--- src/bioc_pkg.sv ---
// constants, field layout and config type of the bidirectional io_cell block
// ----------------------------------------------------------------------------
// Notes on behaviour
// - row block has five cells, 35 signals
// - column block has four cells, 28 signals
// - two core inputs; path a combinational or registered, path b combinational
// - six dedicated io clocks serve as register clocks
// - every cell selects its own control sources
// - input register clocked independently of output pair
// - output and oe registers share clock, enable
// - shared sync/async clear, per-register disable
// - one clear source per cell; preset or clear
// - each register powers up high or low
// - low start obeys async clear, high start async preset
// - synchronous reset acts on active register edge
// - input register takes one core path
// - each core path has its own delay
// - delays: pin-core, pin-inreg, outreg-pin
// ----------------------------------------------------------------------------
package bioc_pkg;

    // ------------------------------------------------------------------------
    // block geometry
    // ------------------------------------------------------------------------
    localparam int N_ROW_CELLS = 5;                  // cells in a row block
    localparam int N_COL_CELLS = 4;                  // cells in a column block
    localparam int N_IO_CLK    = 6;                  // dedicated io clocks
    localparam int DLY_TAPS    = 8;                  // delay settings 0..7 cycles
    localparam int ADDR_W      = 12;                 // apb address width

    // ------------------------------------------------------------------------
    // register map (byte addresses)
    // ------------------------------------------------------------------------
    localparam logic [11:0] ADDR_CTRL   = 12'h000;   // control: configuration done
    localparam logic [11:0] ADDR_STATUS = 12'h004;   // register state of all cells
    localparam logic [11:0] ADDR_CELL0  = 12'h010;   // first cell config word
    localparam logic [11:0] CELL_STRIDE = 12'h004;   // spacing of cell config words
    localparam int          CTRL_DONE   = 0;         // bit: configuration complete
    localparam logic [31:0] CTRL_RESET  = 32'h0000_0000;
    localparam logic [31:0] CFG_RESET   = 32'h0000_0000;

    // ------------------------------------------------------------------------
    // register slots inside a cell and clock select codes
    // ------------------------------------------------------------------------
    localparam int          REG_IN      = 0;         // input register
    localparam int          REG_OUT     = 1;         // output register
    localparam int          REG_OE      = 2;         // output enable register
    localparam logic [2:0]  CLK_SEL_CORE = 3'h6;     // codes 6,7 pick core clock

    // per-cell configuration word, msb first
    typedef struct packed {
        logic [2:0] dly_out;                         // outreg to pin delay
        logic [2:0] dly_inreg;                       // pin to input register delay
        logic [2:0] dly_b;                           // pin to core, path b
        logic [2:0] dly_a;                           // pin to core, path a
        logic       in_reg_use;                      // path a carries input register
        logic [2:0] sclr_dis;                        // ignore sync clear, per reg
        logic [2:0] aclr_dis;                        // ignore async clear, per reg
        logic [2:0] powerup;                         // power-up level, per reg
        logic       preset_mode;                     // 1 preset, 0 clear
        logic       oe_force;                        // oe source: constant high
        logic       ce_out_force;                    // output pair enable forced
        logic       ce_in_force;                     // input enable forced
        logic [2:0] clk_out_sel;                     // output pair clock source
        logic [2:0] clk_in_sel;                      // input register clock source
    } bioc_cfg_type;

endpackage : bioc_pkg

--- src/bioc_io_block.sv ---
// one io block of bidirectional cells with apb configuration
`timescale 1ns/100ps
module bioc_io_block #(
    parameter int NCELL = bioc_pkg::N_ROW_CELLS      // 5 row block, 4 column block
) (
    // clock and reset
    input  wire logic                         MCLK,
    input  wire logic                         NRST,
    // apb slave
    input  wire logic                         PSEL,
    input  wire logic                         PENABLE,
    input  wire logic                         PWRITE,
    input  wire logic [bioc_pkg::ADDR_W-1:0]  PADDR,
    input  wire logic [31:0]                  PWDATA,
    output logic      [31:0]                  PRDATA,
    output logic                              PREADY,
    output logic                              PSLVERR,
    // dedicated io clocks from the global network
    input  wire logic [bioc_pkg::N_IO_CLK-1:0] IO_CLK,
    // core logic side, one bit per cell
    input  wire logic [NCELL-1:0]             DATAOUT,
    input  wire logic [NCELL-1:0]             COE,
    input  wire logic [NCELL-1:0]             CCE_IN,
    input  wire logic [NCELL-1:0]             CCE_OUT,
    input  wire logic [NCELL-1:0]             CCLK,
    input  wire logic [NCELL-1:0]             CACLR,
    input  wire logic [NCELL-1:0]             CSCLR,
    output logic      [NCELL-1:0]             DATAIN_A,
    output logic      [NCELL-1:0]             DATAIN_B,
    // pin side
    input  wire logic [NCELL-1:0]             PAD_IN,
    output logic      [NCELL-1:0]             PAD_OUT,
    output logic      [NCELL-1:0]             PAD_OE
);
    import bioc_pkg::*;

    // ------------------------------------------------------------------------
    // elaboration check
    // ------------------------------------------------------------------------
    if (NCELL != N_ROW_CELLS && NCELL != N_COL_CELLS) begin : g_bad_ncell
        $error("NCELL must be 4 or 5");
    end

    // ------------------------------------------------------------------------
    // helpers
    // ------------------------------------------------------------------------
    // pick the tick of the selected clock source
    function automatic logic sel_tick(input logic [2:0] sel, input logic [N_IO_CLK-1:0] io_edge,
                                      input logic core_edge);
        sel_tick = (sel >= CLK_SEL_CORE) ? core_edge : io_edge[sel];
    endfunction : sel_tick

    // tap a delay line: 0 gives the undelayed value
    function automatic logic dly_tap(input logic [2:0] k, input logic now, input logic [DLY_TAPS-2:0] line);
        dly_tap = (k == 3'h0) ? now : line[k-3'h1];
    endfunction : dly_tap

    // next value of one cell register with clear, preset, enable
    function automatic logic reg_next(input logic cur, input logic d, input logic tick, input logic ce,
                                      input logic aclr, input logic sclr, input bioc_cfg_type c, input int r);
        logic can_async;
        can_async = (c.powerup[r] == c.preset_mode);
        if (aclr && !c.aclr_dis[r] && can_async) begin
            reg_next = c.preset_mode;
        end else if (tick && sclr && !c.sclr_dis[r]) begin
            reg_next = c.preset_mode;
        end else if (tick && ce) begin
            reg_next = d;
        end else begin
            reg_next = cur;
        end
    endfunction : reg_next

    // ------------------------------------------------------------------------
    // state
    // ------------------------------------------------------------------------
    logic [31:0]           ctrl;                      // control word
    bioc_cfg_type          cfg      [NCELL];          // per-cell configuration
    logic [2:0]            creg     [NCELL];          // in/out/oe registers
    logic [DLY_TAPS-2:0]   pin_line [NCELL];          // pin delay line
    logic [DLY_TAPS-2:0]   out_line [NCELL];          // output delay line
    logic [N_IO_CLK-1:0]   ioclk_s1, ioclk_s2, ioclk_q; // io clock sync and edge
    logic [NCELL-1:0]      pad_s1, pad_s2;            // pin synchroniser
    logic [NCELL-1:0]      cclk_q;                    // previous core clock
    logic                  done_q;                    // previous config done

    logic [31:0]           next_ctrl;
    bioc_cfg_type          next_cfg      [NCELL];
    logic [2:0]            next_creg     [NCELL];
    logic [DLY_TAPS-2:0]   next_pin_line [NCELL];
    logic [DLY_TAPS-2:0]   next_out_line [NCELL];
    logic [31:0]           next_prdata;
    logic                  next_pready, next_pslverr;
    logic [NCELL-1:0]      next_datain_a, next_datain_b, next_pad_out, next_pad_oe;

    logic [N_IO_CLK-1:0]   io_edge;                   // dedicated clock rising edges
    logic                  cfg_done;                  // configuration complete
    logic                  apb_acc;                   // access phase awaiting answer

    assign io_edge  = ioclk_s2 & ~ioclk_q;
    assign cfg_done = ctrl[CTRL_DONE];
    assign apb_acc  = PSEL && PENABLE && !PREADY;

    // ------------------------------------------------------------------------
    // apb register file
    // ------------------------------------------------------------------------
    // decode on every access cycle; the read answer is set up in the first one, while a
    // write lands only at the edge where the master samples pready high, never before it
    always_comb begin
        logic        hit;                             // address maps to a register
        logic        wr_now;                          // completing edge of a write
        logic [31:0] rd_word;                         // word at the decoded address
        hit           = 1'b0;
        wr_now        = PSEL && PENABLE && PREADY && PWRITE;
        rd_word       = 32'h0000_0000;
        next_ctrl     = ctrl;
        next_cfg      = cfg;
        next_pready   = apb_acc;
        if (PADDR == ADDR_CTRL) begin
            hit = 1'b1;
            rd_word = ctrl;
            if (wr_now) begin
                next_ctrl = {31'h0000_0000, PWDATA[CTRL_DONE]};
            end
        end else if (PADDR == ADDR_STATUS) begin
            hit = 1'b1;                               // read only, writes dropped
            for (int i = 0; i < NCELL; i++) begin
                rd_word[3*i +: 3] = creg[i];
            end
        end
        for (int i = 0; i < NCELL; i++) begin
            if (PADDR == ADDR_CELL0 + CELL_STRIDE * 12'(i)) begin
                hit = 1'b1;
                rd_word = cfg[i];
                if (wr_now) begin
                    next_cfg[i] = bioc_cfg_type'(PWDATA);
                end
            end
        end
        // read data stands only with pready; an unmapped address answers zero and an error
        next_prdata  = (apb_acc && hit) ? rd_word : 32'h0000_0000;
        next_pslverr = apb_acc && !hit;
    end

    // register the bus state
    always_ff @(posedge MCLK or negedge NRST) begin
        if (!NRST) begin
            ctrl    <= CTRL_RESET;
            PRDATA  <= 32'h0000_0000;
            PREADY  <= 1'b0;
            PSLVERR <= 1'b0;
            for (int i = 0; i < NCELL; i++) begin
                cfg[i] <= bioc_cfg_type'(CFG_RESET);
            end
        end else begin
            ctrl    <= next_ctrl;
            PRDATA  <= next_prdata;
            PREADY  <= next_pready;
            PSLVERR <= next_pslverr;
            cfg     <= next_cfg;
        end
    end

    // ------------------------------------------------------------------------
    // cell registers, delay lines and pin drivers
    // ------------------------------------------------------------------------
    // compute every cell's next state
    always_comb begin
        for (int i = 0; i < NCELL; i++) begin
            logic tick_in, tick_out, ce_in, ce_out, pin_in, oe_d;
            tick_in  = sel_tick(cfg[i].clk_in_sel, io_edge, CCLK[i] & ~cclk_q[i]);
            tick_out = sel_tick(cfg[i].clk_out_sel, io_edge, CCLK[i] & ~cclk_q[i]);
            ce_in    = cfg[i].ce_in_force | CCE_IN[i];
            ce_out   = cfg[i].ce_out_force | CCE_OUT[i];
            pin_in   = dly_tap(cfg[i].dly_inreg, pad_s2[i], pin_line[i]);
            oe_d     = cfg[i].oe_force | COE[i];
            next_pin_line[i] = {pin_line[i][DLY_TAPS-3:0], pad_s2[i]};
            next_out_line[i] = {out_line[i][DLY_TAPS-3:0], creg[i][REG_OUT]};
            if (!cfg_done) begin
                next_creg[i] = cfg[i].powerup;
            end else begin
                // one shared clear/preset line drives all three registers
                next_creg[i][REG_IN]  = reg_next(creg[i][REG_IN], pin_in, tick_in, ce_in,
                                                 CACLR[i], CSCLR[i], cfg[i], REG_IN);
                next_creg[i][REG_OUT] = reg_next(creg[i][REG_OUT], DATAOUT[i], tick_out, ce_out,
                                                 CACLR[i], CSCLR[i], cfg[i], REG_OUT);
                next_creg[i][REG_OE]  = reg_next(creg[i][REG_OE], oe_d, tick_out, ce_out,
                                                 CACLR[i], CSCLR[i], cfg[i], REG_OE);
            end
            // path a: input register or delayed pin; path b: delayed pin
            next_datain_a[i] = cfg[i].in_reg_use ? creg[i][REG_IN]
                                                 : dly_tap(cfg[i].dly_a, pad_s2[i], pin_line[i]);
            next_datain_b[i] = dly_tap(cfg[i].dly_b, pad_s2[i], pin_line[i]);
            next_pad_out[i]  = dly_tap(cfg[i].dly_out, creg[i][REG_OUT], out_line[i]);
            next_pad_oe[i]   = cfg_done && creg[i][REG_OE];
        end
    end

    // register cells, synchronisers and outputs
    always_ff @(posedge MCLK or negedge NRST) begin
        if (!NRST) begin
            ioclk_s1 <= '0;
            ioclk_s2 <= '0;
            ioclk_q  <= '0;
            pad_s1   <= '0;
            pad_s2   <= '0;
            cclk_q   <= '0;
            done_q   <= 1'b0;
            DATAIN_A <= '0;
            DATAIN_B <= '0;
            PAD_OUT  <= '0;
            PAD_OE   <= '0;
            for (int i = 0; i < NCELL; i++) begin
                creg[i]     <= 3'h0;
                pin_line[i] <= '0;
                out_line[i] <= '0;
            end
        end else begin
            ioclk_s1 <= IO_CLK;
            ioclk_s2 <= ioclk_s1;
            ioclk_q  <= ioclk_s2;
            pad_s1   <= PAD_IN;
            pad_s2   <= pad_s1;
            cclk_q   <= CCLK;
            done_q   <= cfg_done;
            DATAIN_A <= next_datain_a;
            DATAIN_B <= next_datain_b;
            PAD_OUT  <= next_pad_out;
            PAD_OE   <= next_pad_oe;
            creg     <= next_creg;
            pin_line <= next_pin_line;
            out_line <= next_out_line;
        end
    end
endmodule : bioc_io_block

--- config.mk ---
export PLATFORM = sky130hd
export DESIGN_NAME = bioc_io_block
export DESIGN_NICKNAME = d
export VERILOG_FILES = /design/src/bioc_pkg.sv /design/src/bioc_io_block.sv
export SDC_FILE = /design/constraint.sdc
export NUM_CORES = 1
export LEC_CHECK = 0
export BUFFER_PORTS_ARGS = -buffer_cell sky130_fd_sc_hd__buf_4
export CAP_MARGIN = 10
export CELL_PAD_IN_SITES_DETAIL_PLACEMENT = 1
export CELL_PAD_IN_SITES_GLOBAL_PLACEMENT = 2
export CORE_MARGIN = 3
export CORE_UTILIZATION = 41
export CTS_CLUSTER_DIAMETER = 50
export DETAILED_ROUTE_END_ITERATION = 16
export PLACE_DENSITY = 0.92
export SETUP_SLACK_MARGIN = 0.2
export SLEW_MARGIN = 25
export SYNTH_ARGS = -nofsm -noshare
export SYNTH_HDL_FRONTEND = slang
export SYNTH_SLANG_ARGS = --single-unit
--- constraint.sdc ---
create_clock -name MCLK -period 2.55 [get_ports MCLK]
set_input_delay 0 -clock MCLK [delete_from_list [all_inputs] [get_ports MCLK]]
set_output_delay 0 -clock MCLK [all_outputs]
set_load 0.005 [all_outputs]
==> results by group, run 1 <==
Status
  – Outcome: completed

STA
  – Final hold violations: 0
  – Setup Skew: 19.5 ps
  – Slew margin rel.: 48.9%
  – Setup TNS Final: 0 ps
  – Fmax: 443 MHz
  – RSZ-0062 raised after global routing: true
  – # setup viols final: 0
  – Worst-margin pin slew: 767 ps
  – Tmin final: 2260 ps
  – Final Max Tran Viols: 0
  – Fin crit share: 88.5%

Critical path
  – Crit start category: flip-flop
  – CP Max Fanout: 10
  – Worst EP required: 3030 ps
  – WS Path Type: flip-flop to flip-flop
  – Worst EP arrival: 2740 ps
  – Worst Setup End Kind: flip-flop

Die
  – Die area: 42500 um2
  – Die X: 206 um
  – Initial core utilization: 42.0%
  – Rows: 72
  – I/O pins: 149
  – Die height: 206 um
  – Core area: 39100 um2

Placement
  – Gpl congestion: 0.901
  – I/O Buffers: 148
  – DP Wirelength: 36500 um

Pwr
  – PwrDens: 617 nW/um2
  – Comb pwr share: 5.4%
  – Flop pwr share: 42.6%
  – Clock power share: 52.1%
  – Internal: 9.85 mW
  – Sw Ratio: 22.5%
  – VDD IR max: 0.522 mV
  – Leak: 9.35 nW
  – Net Sw Power: 2.86 mW

Global route
  – Largest net degree at the start of global routing: 98
  – Remaining global-route overflow: 0
  – Initial antenna violation count: 0
  – Global-route usage over all layers: 25.9%
  – Vias in the first global route: 14000
  – First-pass GRT wire length: 83800 um

Detailed routing
  – Post-Route WL: 54400 um
  – Drt wl/cell: 25.4 um
  – Residual DRC: 0
  – Post-DRT Antenna Nets: 0
  – DRT iter0 DRCs: 894
  – Initial DRT Pass Iterations: 5
  – Vias: 12700
  – Vias per cell: 5.94

Clock tree
  – Max Root-Sink Buffers: 3
  – CTS tree: yes
  – Postcts setup bufs: 0
  – CTS Buf Count: 42
  – CTS sink count: 333
  – H-tree depth: 2
  – Clock root buffer: clkbuf_16
  – Reg clk slew, reported paths: 60 ps
  – Clock Latency Late Sink: 570 ps

Layout
  – Layout cells sized above 1: 27.4%
  – Nets: 1725
  – Fin util: 52.7%
  – P&R area growth vs syn: 25.2%
  – Inserted Diodes: 0

Yosys
  – Seq/Total Area, Yosys: 50.7%
  – Syn avg cell area: 12.2 um2
  – #FFs+latches synth: 333
  – Area contributors post-synth: dfrtp_1 (51%), mux2_2 (7.5%), mux2i_1 (4.0%), mux4_2 (4.0%), a22oi_1 (3.2%)
  – Mapped Nets: 1481
  – Post-synth EDFFs: 0
  – Post-synth cell types: 80
  – Asr flop ratio synth: 100%
  – Syn Inst Count: 1346
  – Most numerous cell in the Yosys netlist: dfrtp_1
  – Cell taking the most area after synthesis: dfrtp_1
  – Commonest cells in the netlist: dfrtp_1 (333), mux2_2 (110), o21ai_0 (82)
  – Post-synth top area share: 50.7%
  – Synth Cell Area: 16400 um2
  – Ys flop type: dfrtp_1
  – Yosys warns: 0

Min path
  – HP Class: input port to async pin

Run
  – Max_cap viols: 0
[state kept, by name, summed over array words and instances (netlist names), 5 cells and up]
signal	cells
ioclk_s1	6
PAD_OUT	5
pad_s1	5
PAD_OE	5
out_line	5
ioclk_s2	6
ioclk_q	6
cclk_q	5
creg	15
DATAIN_A	5
pin_line	5
next_out_line	30
next_pin_line	30
PRDATA	32
cfg	160
DATAIN_B	5
pad_s2	5
[final timing paths]
path                       depth (start not counted)   startpoint           to  slack [ps]
setup / recovery                                   5  ioclk_s2[3]      creg[2]         290
hold / removal                                     2         NRST  DATAIN_A[1]          10
setup reg to reg                                   5  ioclk_s2[3]      creg[2]         290
hold reg to reg                                    0    pad_s1[3]    pad_s2[3]         350
max in group asynchronous                          3         NRST     cfg[145]        1600
min in group MCLK                                  5       PWRITE      ctrl[0]          30
[cells in the final DEF (no fill, tap or decap), types with 38 or more instances in the layout]
master	n
inv_1	54
buf_4	166
mux2_2	110
dfrtp_1	333
mux2i_1	66
nand2_1	64
a21oi_1	48
a22oi_1	69
o21ai_0	82
clkbuf_16	43
ha_1	38
dlygate4sd3_1	79
nor2_1	51
[stage by stage]
step                      setup WS [ps]  area [um2]  power, mW  hold slack, ps  cells
after global routing                195       20600       13.1            42.0   2140
after floorplan                     418       16400       5.66            -296   1346
after global placement              346       18200       6.06            6.71   1985
after detailed placement            293       18200       6.08            13.9   1985
after CTS                           294       20600       12.8            8.07   2140
final                               294       20600       12.7            14.0   2140
[power groups by stage]
stage | clock (mW) | combinational [mW] | sequential (mW)
6_report | 6.62 | 0.681 | 5.41
5_1_grt | 6.96 | 0.733 | 5.42
4_1_cts | 6.72 | 0.676 | 5.41
3_5_place_dp | 0 | 0.574 | 5.50
3_3_place_gp | 0 | 0.560 | 5.50
2_1_floorplan | 0 | 0.179 | 5.48
[layout make-up]
class                           instances  area, um2
Timing Repair Buffer                  255       2230
Fill cell                            4059      18500
Clock inverter                         21        359
Tap cell                              518        648
Clock buffer                           55       1180
Inverter                               56        210
Multi-Input combinational cell        902       7620
Sequential cell                       333       8330
[cell families (layout without fill, tap and decap cells)]
group / Yosys count / in the layout / share of synthesized area (%)
multiplexers: 267 / 267 / 20.5
adder cells (fa/ha/maj): 40 / 40 / 3.04
XOR/XNOR: 9 / 9 / 0.480
buffers and inverters: 111 / 387 / 3.12
AO/OA/AOI/OAI: 315 / 315 / 12.9
flip-flops: 333 / 333 / 50.7
AND/OR/NAND/NOR: 271 / 271 / 9.32
[critical path, stage by stage, from the launching register on]
cell and delay [ps]:
dfrtp_1 400, nor2b_1 230, mux4_2 530, a22oi_1 520, o32a_1 270, mux2i_1 220
[routing by layer]
layer	global-route usage (%)	part of all wire (%)	up-vias
li1	-	-	5480
met1	34.6	43	6628
met2	43.0	48	462
met3	3.53	5.5	135
met4	9.89	3.7	0
met5	0	0	-
[timing repair]
item | 4_1_cts | 5_1_grt
hold buffers | 79 | 0
endpoints found under the setup margin | 0 | 3
hold endpoints to repair | 477 | 0
resized for setup | 0 | 4
No activity file was read; power rests on OpenSTA's default activity.
==> inputs of run 2 (changes only) <==
Settings changed: CORE_UTILIZATION 41 to 35, PLACE_DENSITY 0.92 to 0.82.
==> results by group, run 2 (same netlist as run 1, synthesis figures left out) <==
Critical path
  – Worst EP arrival: 2750 ps
  – RR Startpoint: cfg[122]
  – Worst Setup End Kind: flip-flop
  – WS Path Type: flip-flop to flip-flop
  – CP Max Fanout: 6
  – Worst EP required: 3020 ps
  – Reg-to-Reg End: creg[9]
  – Crit start category: flip-flop
  – Worst R2R Setup Slack: 280 ps
  – FF-to-FF path depth: 7

Pwr
  – Final Power: 12.1 mW
  – VDD IR max: 0.426 mV
  – Clock power share: 49.5%
  – Comb pwr share: 5.7%
  – Net Sw Power: 2.82 mW
  – Internal: 9.26 mW
  – Leak: 9.33 nW
  – Flop pwr share: 44.8%
  – Sw Ratio: 23.4%
  – PwrDens: 586 nW/um2

Clock tree
  – Postcts setup bufs: 0
  – CTS Buf Count: 42
  – CTS sink count: 333
  – Reg clk slew, reported paths: 60 ps
  – Max Root-Sink Buffers: 3
  – Clock root buffer: clkbuf_16
  – H-tree depth: 2
  – Clock Latency Late Sink: 570 ps
  – CTS tree: yes

Placement
  – Gpl congestion: 0.872
  – DP Wirelength: 37500 um
  – DP Area: 18400 um2
  – I/O Buffers: 148
  – Placed cell count: 2072

STA
  – Tmin final: 2270 ps
  – Fin crit share: 89.1%
  – Slew margin rel.: 49.9%
  – Fmax: 440 MHz
  – Final hold violations: 0
  – Setup Skew: 19.4 ps
  – # setup viols final: 0
  – RSZ-0062 raised after global routing: true
  – Setup TNS Final: 0 ps
  – Final Max Tran Viols: 0
  – Worst-margin pin slew: 750 ps

Detailed routing
  – Residual DRC: 0
  – Vias per cell: 5.60
  – Drt wl/cell: 24.1 um
  – Initial DRT Pass Iterations: 5
  – DRT iter0 DRCs: 789
  – Post-Route WL: 53600 um
  – Vias: 12400
  – Post-DRT Antenna Nets: 0

Die
  – Rows: 78
  – I/O pins: 149
  – Core area: 45900 um2
  – Die X: 223 um
  – Die area: 49600 um2
  – Initial core utilization: 35.8%
  – Die height: 223 um

Layout
  – Largest reg by FF count: cfg
  – Finished Layout Cells: 2223
  – Commonest non-fill, non-tap cell in the layout: dfrtp_1
  – Nets: 1731
  – Max reg flops: 160
  – Post-route cell area: 20600 um2
  – Fin util: 44.9%
  – Layout cells sized above 1: 27.5%
  – P&R area growth vs syn: 25.3%
  – Most frequent cells in the layout: dfrtp_1 (333), buf_4 (169), mux2_2 (110)
  – Inserted Diodes: 0
  – Top flop regs: cfg x160, PRDATA x32

Status
  – Outcome: completed

Global route
  – Remaining global-route overflow: 0
  – Vias in the first global route: 13600
  – First-pass GRT wire length: 83000 um
  – Largest net degree at the start of global routing: 77
  – Global-route usage over all layers: 21.5%
  – Initial antenna violation count: 1

Run
  – Max_cap viols: 0

Min path
  – HP Class: input port to async pin
-- run 2: changes by cell type in the layout (fill, tap and decap cells not counted), moves of 2 or more --
cell and change:
buf_4 +3, buf_12 +2, bufinv_16 -6, clkbuf_1 -3, clkinv_4 +2, clkinv_2 +2
-- run 2: area by class of cell --
type	count	area (um2)
well taps	600	751
inverters	56	210
fillers	4886	25300
clock buffers	53	1180
flip-flops and latches	333	8330
repair buffers	261	2300
multi-input cells	902	7620
clock inverters	18	198
-- run 2: how the worst max path moves through the flow --
| stage | start | to | slack (ps) | cells after the start |
|---|---|---|---|---|
| 2_1_floorplan | cfg[122] | creg[9] | 420 | 8 |
| 3_3_place_gp | PADDR[7] | cfg[119] | 400 | 7 |
| 3_5_place_dp | cfg[122] | creg[9] | 260 | 7 |
| 4_1_cts | cfg[122] | creg[9] | 240 | 7 |
| 5_1_grt | cfg[122] | creg[9] | 180 | 7 |
| 6_report | cfg[122] | creg[9] | 280 | 7 |
-- run 2: timing repair --
action | CTS | global route
hold endpoints to repair | 467 | 0
hold buffers | 80 | 0
gates resized for setup | 0 | 3
setup endpoints to repair | 0 | 2
-- run 2: per-stage QoR --
stage / setup WS [ps] / hold WS [ps]
5_1_grt: 180 / 71.7
2_1_floorplan: 418 / -296
6_report: 277 / 24.8
3_5_place_dp: 258 / 35.3
4_1_cts: 236 / 24.4
3_3_place_gp: 396 / 32.4
-- run 2: power by group through the flow --
stage	registers [mW]	clock network, mW	logic (mW)
final	5.41	5.98	0.687
after global routing	5.41	6.33	0.749
after CTS	5.41	6.12	0.689
after detailed placement	5.50	0	0.587
after global placement	5.50	0	0.575
after floorplan	5.48	0	0.179
-- run 2: routing by layer --
layer | routed length (um) | track usage [%] | vias up
met1 | 23600 | 28.9 | 6496
met5 | 0 | 0 | -
met3 | 2520 | 3.12 | 101
met4 | 1850 | 7.55 | 0
met2 | 25600 | 35.6 | 362
li1 | - | - | 5483
-- run 2: worst max-delay path, stage by stage (launching register included) --
cell and delay, ps:
dfrtp_1 420, inv_1 160, ha_2 340, mux2i_1 170
mux4_2 500, a311oi_1 320, o21bai_1 100, o211ai_1 170
==> inputs of run 3 (changes only) <==
Settings changed: CORE_ASPECT_RATIO set to 1.25.
==> results by group, run 3 (same netlist as run 1, synthesis figures left out) <==
Status
  – Outcome: completed

Detailed routing
  – Post-Route WL: 53800 um
  – Vias per cell: 5.58
  – Post-DRT Antenna Nets: 0
  – DRT iter0 DRCs: 665
  – Initial DRT Pass Iterations: 5
  – Drt wl/cell: 24.3 um
  – Vias: 12300
  – Residual DRC: 0

Placement
  – Placed cell count: 2058
  – Gpl congestion: 0.912
  – I/O Buffers: 148
  – Setup WS pre-CTS: 284 ps
  – DP Area: 18400 um2
  – DP Wirelength: 38400 um

Min path
  – Hold Startpoint: PADDR[1]
  – WHS Path Cells: 5
  – Worst min-delay path endpoint: ctrl[0]
  – HP Class: input port to flip-flop

STA
  – Tmin final: 2220 ps
  – Final hold violations: 0
  – Fin crit share: 87.0%
  – Fmax: 451 MHz
  – RSZ-0062 raised after global routing: true
  – WHS: 48.9 ps
  – Slew margin rel.: 53.7%
  – Final worst slack: 332 ps
  – Final Max Tran Viols: 0
  – Worst-margin pin slew: 690 ps
  – Setup TNS Final: 0 ps
  – Setup Skew: 19.0 ps
  – # setup viols final: 0

Critical path
  – Crit start category: flip-flop
  – CP max stage cell: dfrtp_1
  – CP Max Fanout: 5
  – Worst EP required: 2930 ps
  – RR Startpoint: cfg[90]
  – Critical path's largest stage delay: 410 ps
  – Worst EP arrival: 2600 ps
  – WS Path Type: flip-flop to flip-flop
  – Worst Setup End Kind: flip-flop
  – FF-to-FF path depth: 7
  – Crit path cell chain: inv_1, ha_1, mux4_2, and2_1, a2111oi_1, a211o_1, a221oi_1
  – Worst R2R Setup Slack: 330 ps
  – Crit. Startpoint: cfg[90]
  – Reg-to-Reg End: creg[6]

Pwr
  – VDD IR max: 0.393 mV
  – Leak: 9.31 nW
  – Clock power share: 49.3%
  – Final Power: 12.0 mW
  – Flop pwr share: 45.0%
  – Sw Ratio: 23.6%
  – Net Sw Power: 2.83 mW
  – PwrDens: 584 nW/um2
  – Comb pwr share: 5.7%
  – Internal: 9.17 mW

Die
  – Core area: 46200 um2
  – Die height: 248 um
  – Initial core utilization: 35.5%
  – Die area: 49600 um2
  – Die X: 200 um
  – Rows: 88
  – I/O pins: 149

Layout
  – Finished Layout Cells: 2212
  – Fin util: 44.5%
  – Nets: 1731
  – Commonest non-fill, non-tap cell in the layout: dfrtp_1
  – P&R area growth vs syn: 25.1%
  – Layout cells sized above 1: 27.9%
  – Most frequent cells in the layout: dfrtp_1 (333), buf_4 (173), mux2_2 (110)
  – Post-route cell area: 20600 um2
  – Top flop regs: cfg x160, PRDATA x32
  – Largest reg by FF count: cfg
  – # fillers: 4817
  – Max reg flops: 160
  – Reg area: 8330 um2
  – Area of the multi-input gates: 7630 um2

Clock tree
  – H-tree depth: 2
  – Clock Latency Late Sink: 540 ps
  – Max Root-Sink Buffers: 3
  – Postcts setup bufs: 0
  – Reg clk slew, reported paths: 60 ps
  – CTS sink count: 333
  – CTS tree: yes
  – Clock root buffer: clkbuf_16
  – CTS Buf Count: 41

Global route
  – Largest net degree at the start of global routing: 74
  – Remaining global-route overflow: 0
  – First-pass GRT wire length: 82200 um
  – Initial antenna violation count: 1
  – Vias in the first global route: 13700
  – Global-route usage over all layers: 21.8%

Run
  – Max_cap viols: 0
run 3: cell count changes in the layout (fill, tap and decap cells not counted), sizes merged:
cell      change
inv           +4
diode         +1
clkbuf        -3
clkinvlp      +1
buf           +1
run 3: critical path: cells and delay by family (launching register included):
kind                     cells  cell delay, ps
AND/OR/NAND/NOR              1             180
flip-flops                   1             410
adder cells (fa/ha/maj)      1             350
AO/OA/AOI/OAI                3             690
multiplexers                 1             330
buffers and inverters        1             100
run 3: worst max-delay path by stage:
| stage | end | cells after the start |
|---|---|---|
| 3_3_place_gp | creg[12] | 7 |
| 4_1_cts | creg[6] | 7 |
| 6_report | creg[6] | 7 |
| 3_5_place_dp | creg[6] | 7 |
| 5_1_grt | creg[13] | 5 |
| 2_1_floorplan | creg[9] | 8 |
run 3: cell type report:
type                            instances  area share [%]
Antenna cell                            1          0.0122
Timing Repair Buffer                  262            11.1
Clock buffer                           50            5.49
Sequential cell                       333            40.5
Tap cell                              585            3.56
Inverter                               56            1.02
Clock inverter                         23            1.23
Multi-Input combinational cell        902            37.1
run 3: routing by layer:
layer	share of wire (%)	global-route usage, %	wire length (um)	up-vias
met2	51	38.5	27300	323
li1	-	-	-	5484
met3	3.7	2.95	2010	98
met4	4.0	8.50	2140	0
met5	0	0	0	-
met1	42	27.0	22300	6440
run 3: power by group through the flow:
stage          sequential (mW)  clock [mW]  combinational, mW
6_report                  5.41        5.91              0.684
5_1_grt                   5.41        6.28              0.744
4_1_cts                   5.41        6.05              0.689
3_5_place_dp              5.50           0              0.587
3_3_place_gp              5.50           0              0.575
2_1_floorplan             5.48           0              0.179
run 3: what timing repair did:
item,in CTS,in global routing
hold buffers,80,0
gates resized for setup,0,10
endpoints found under the hold margin,522,0
endpoints found under the setup margin,0,7
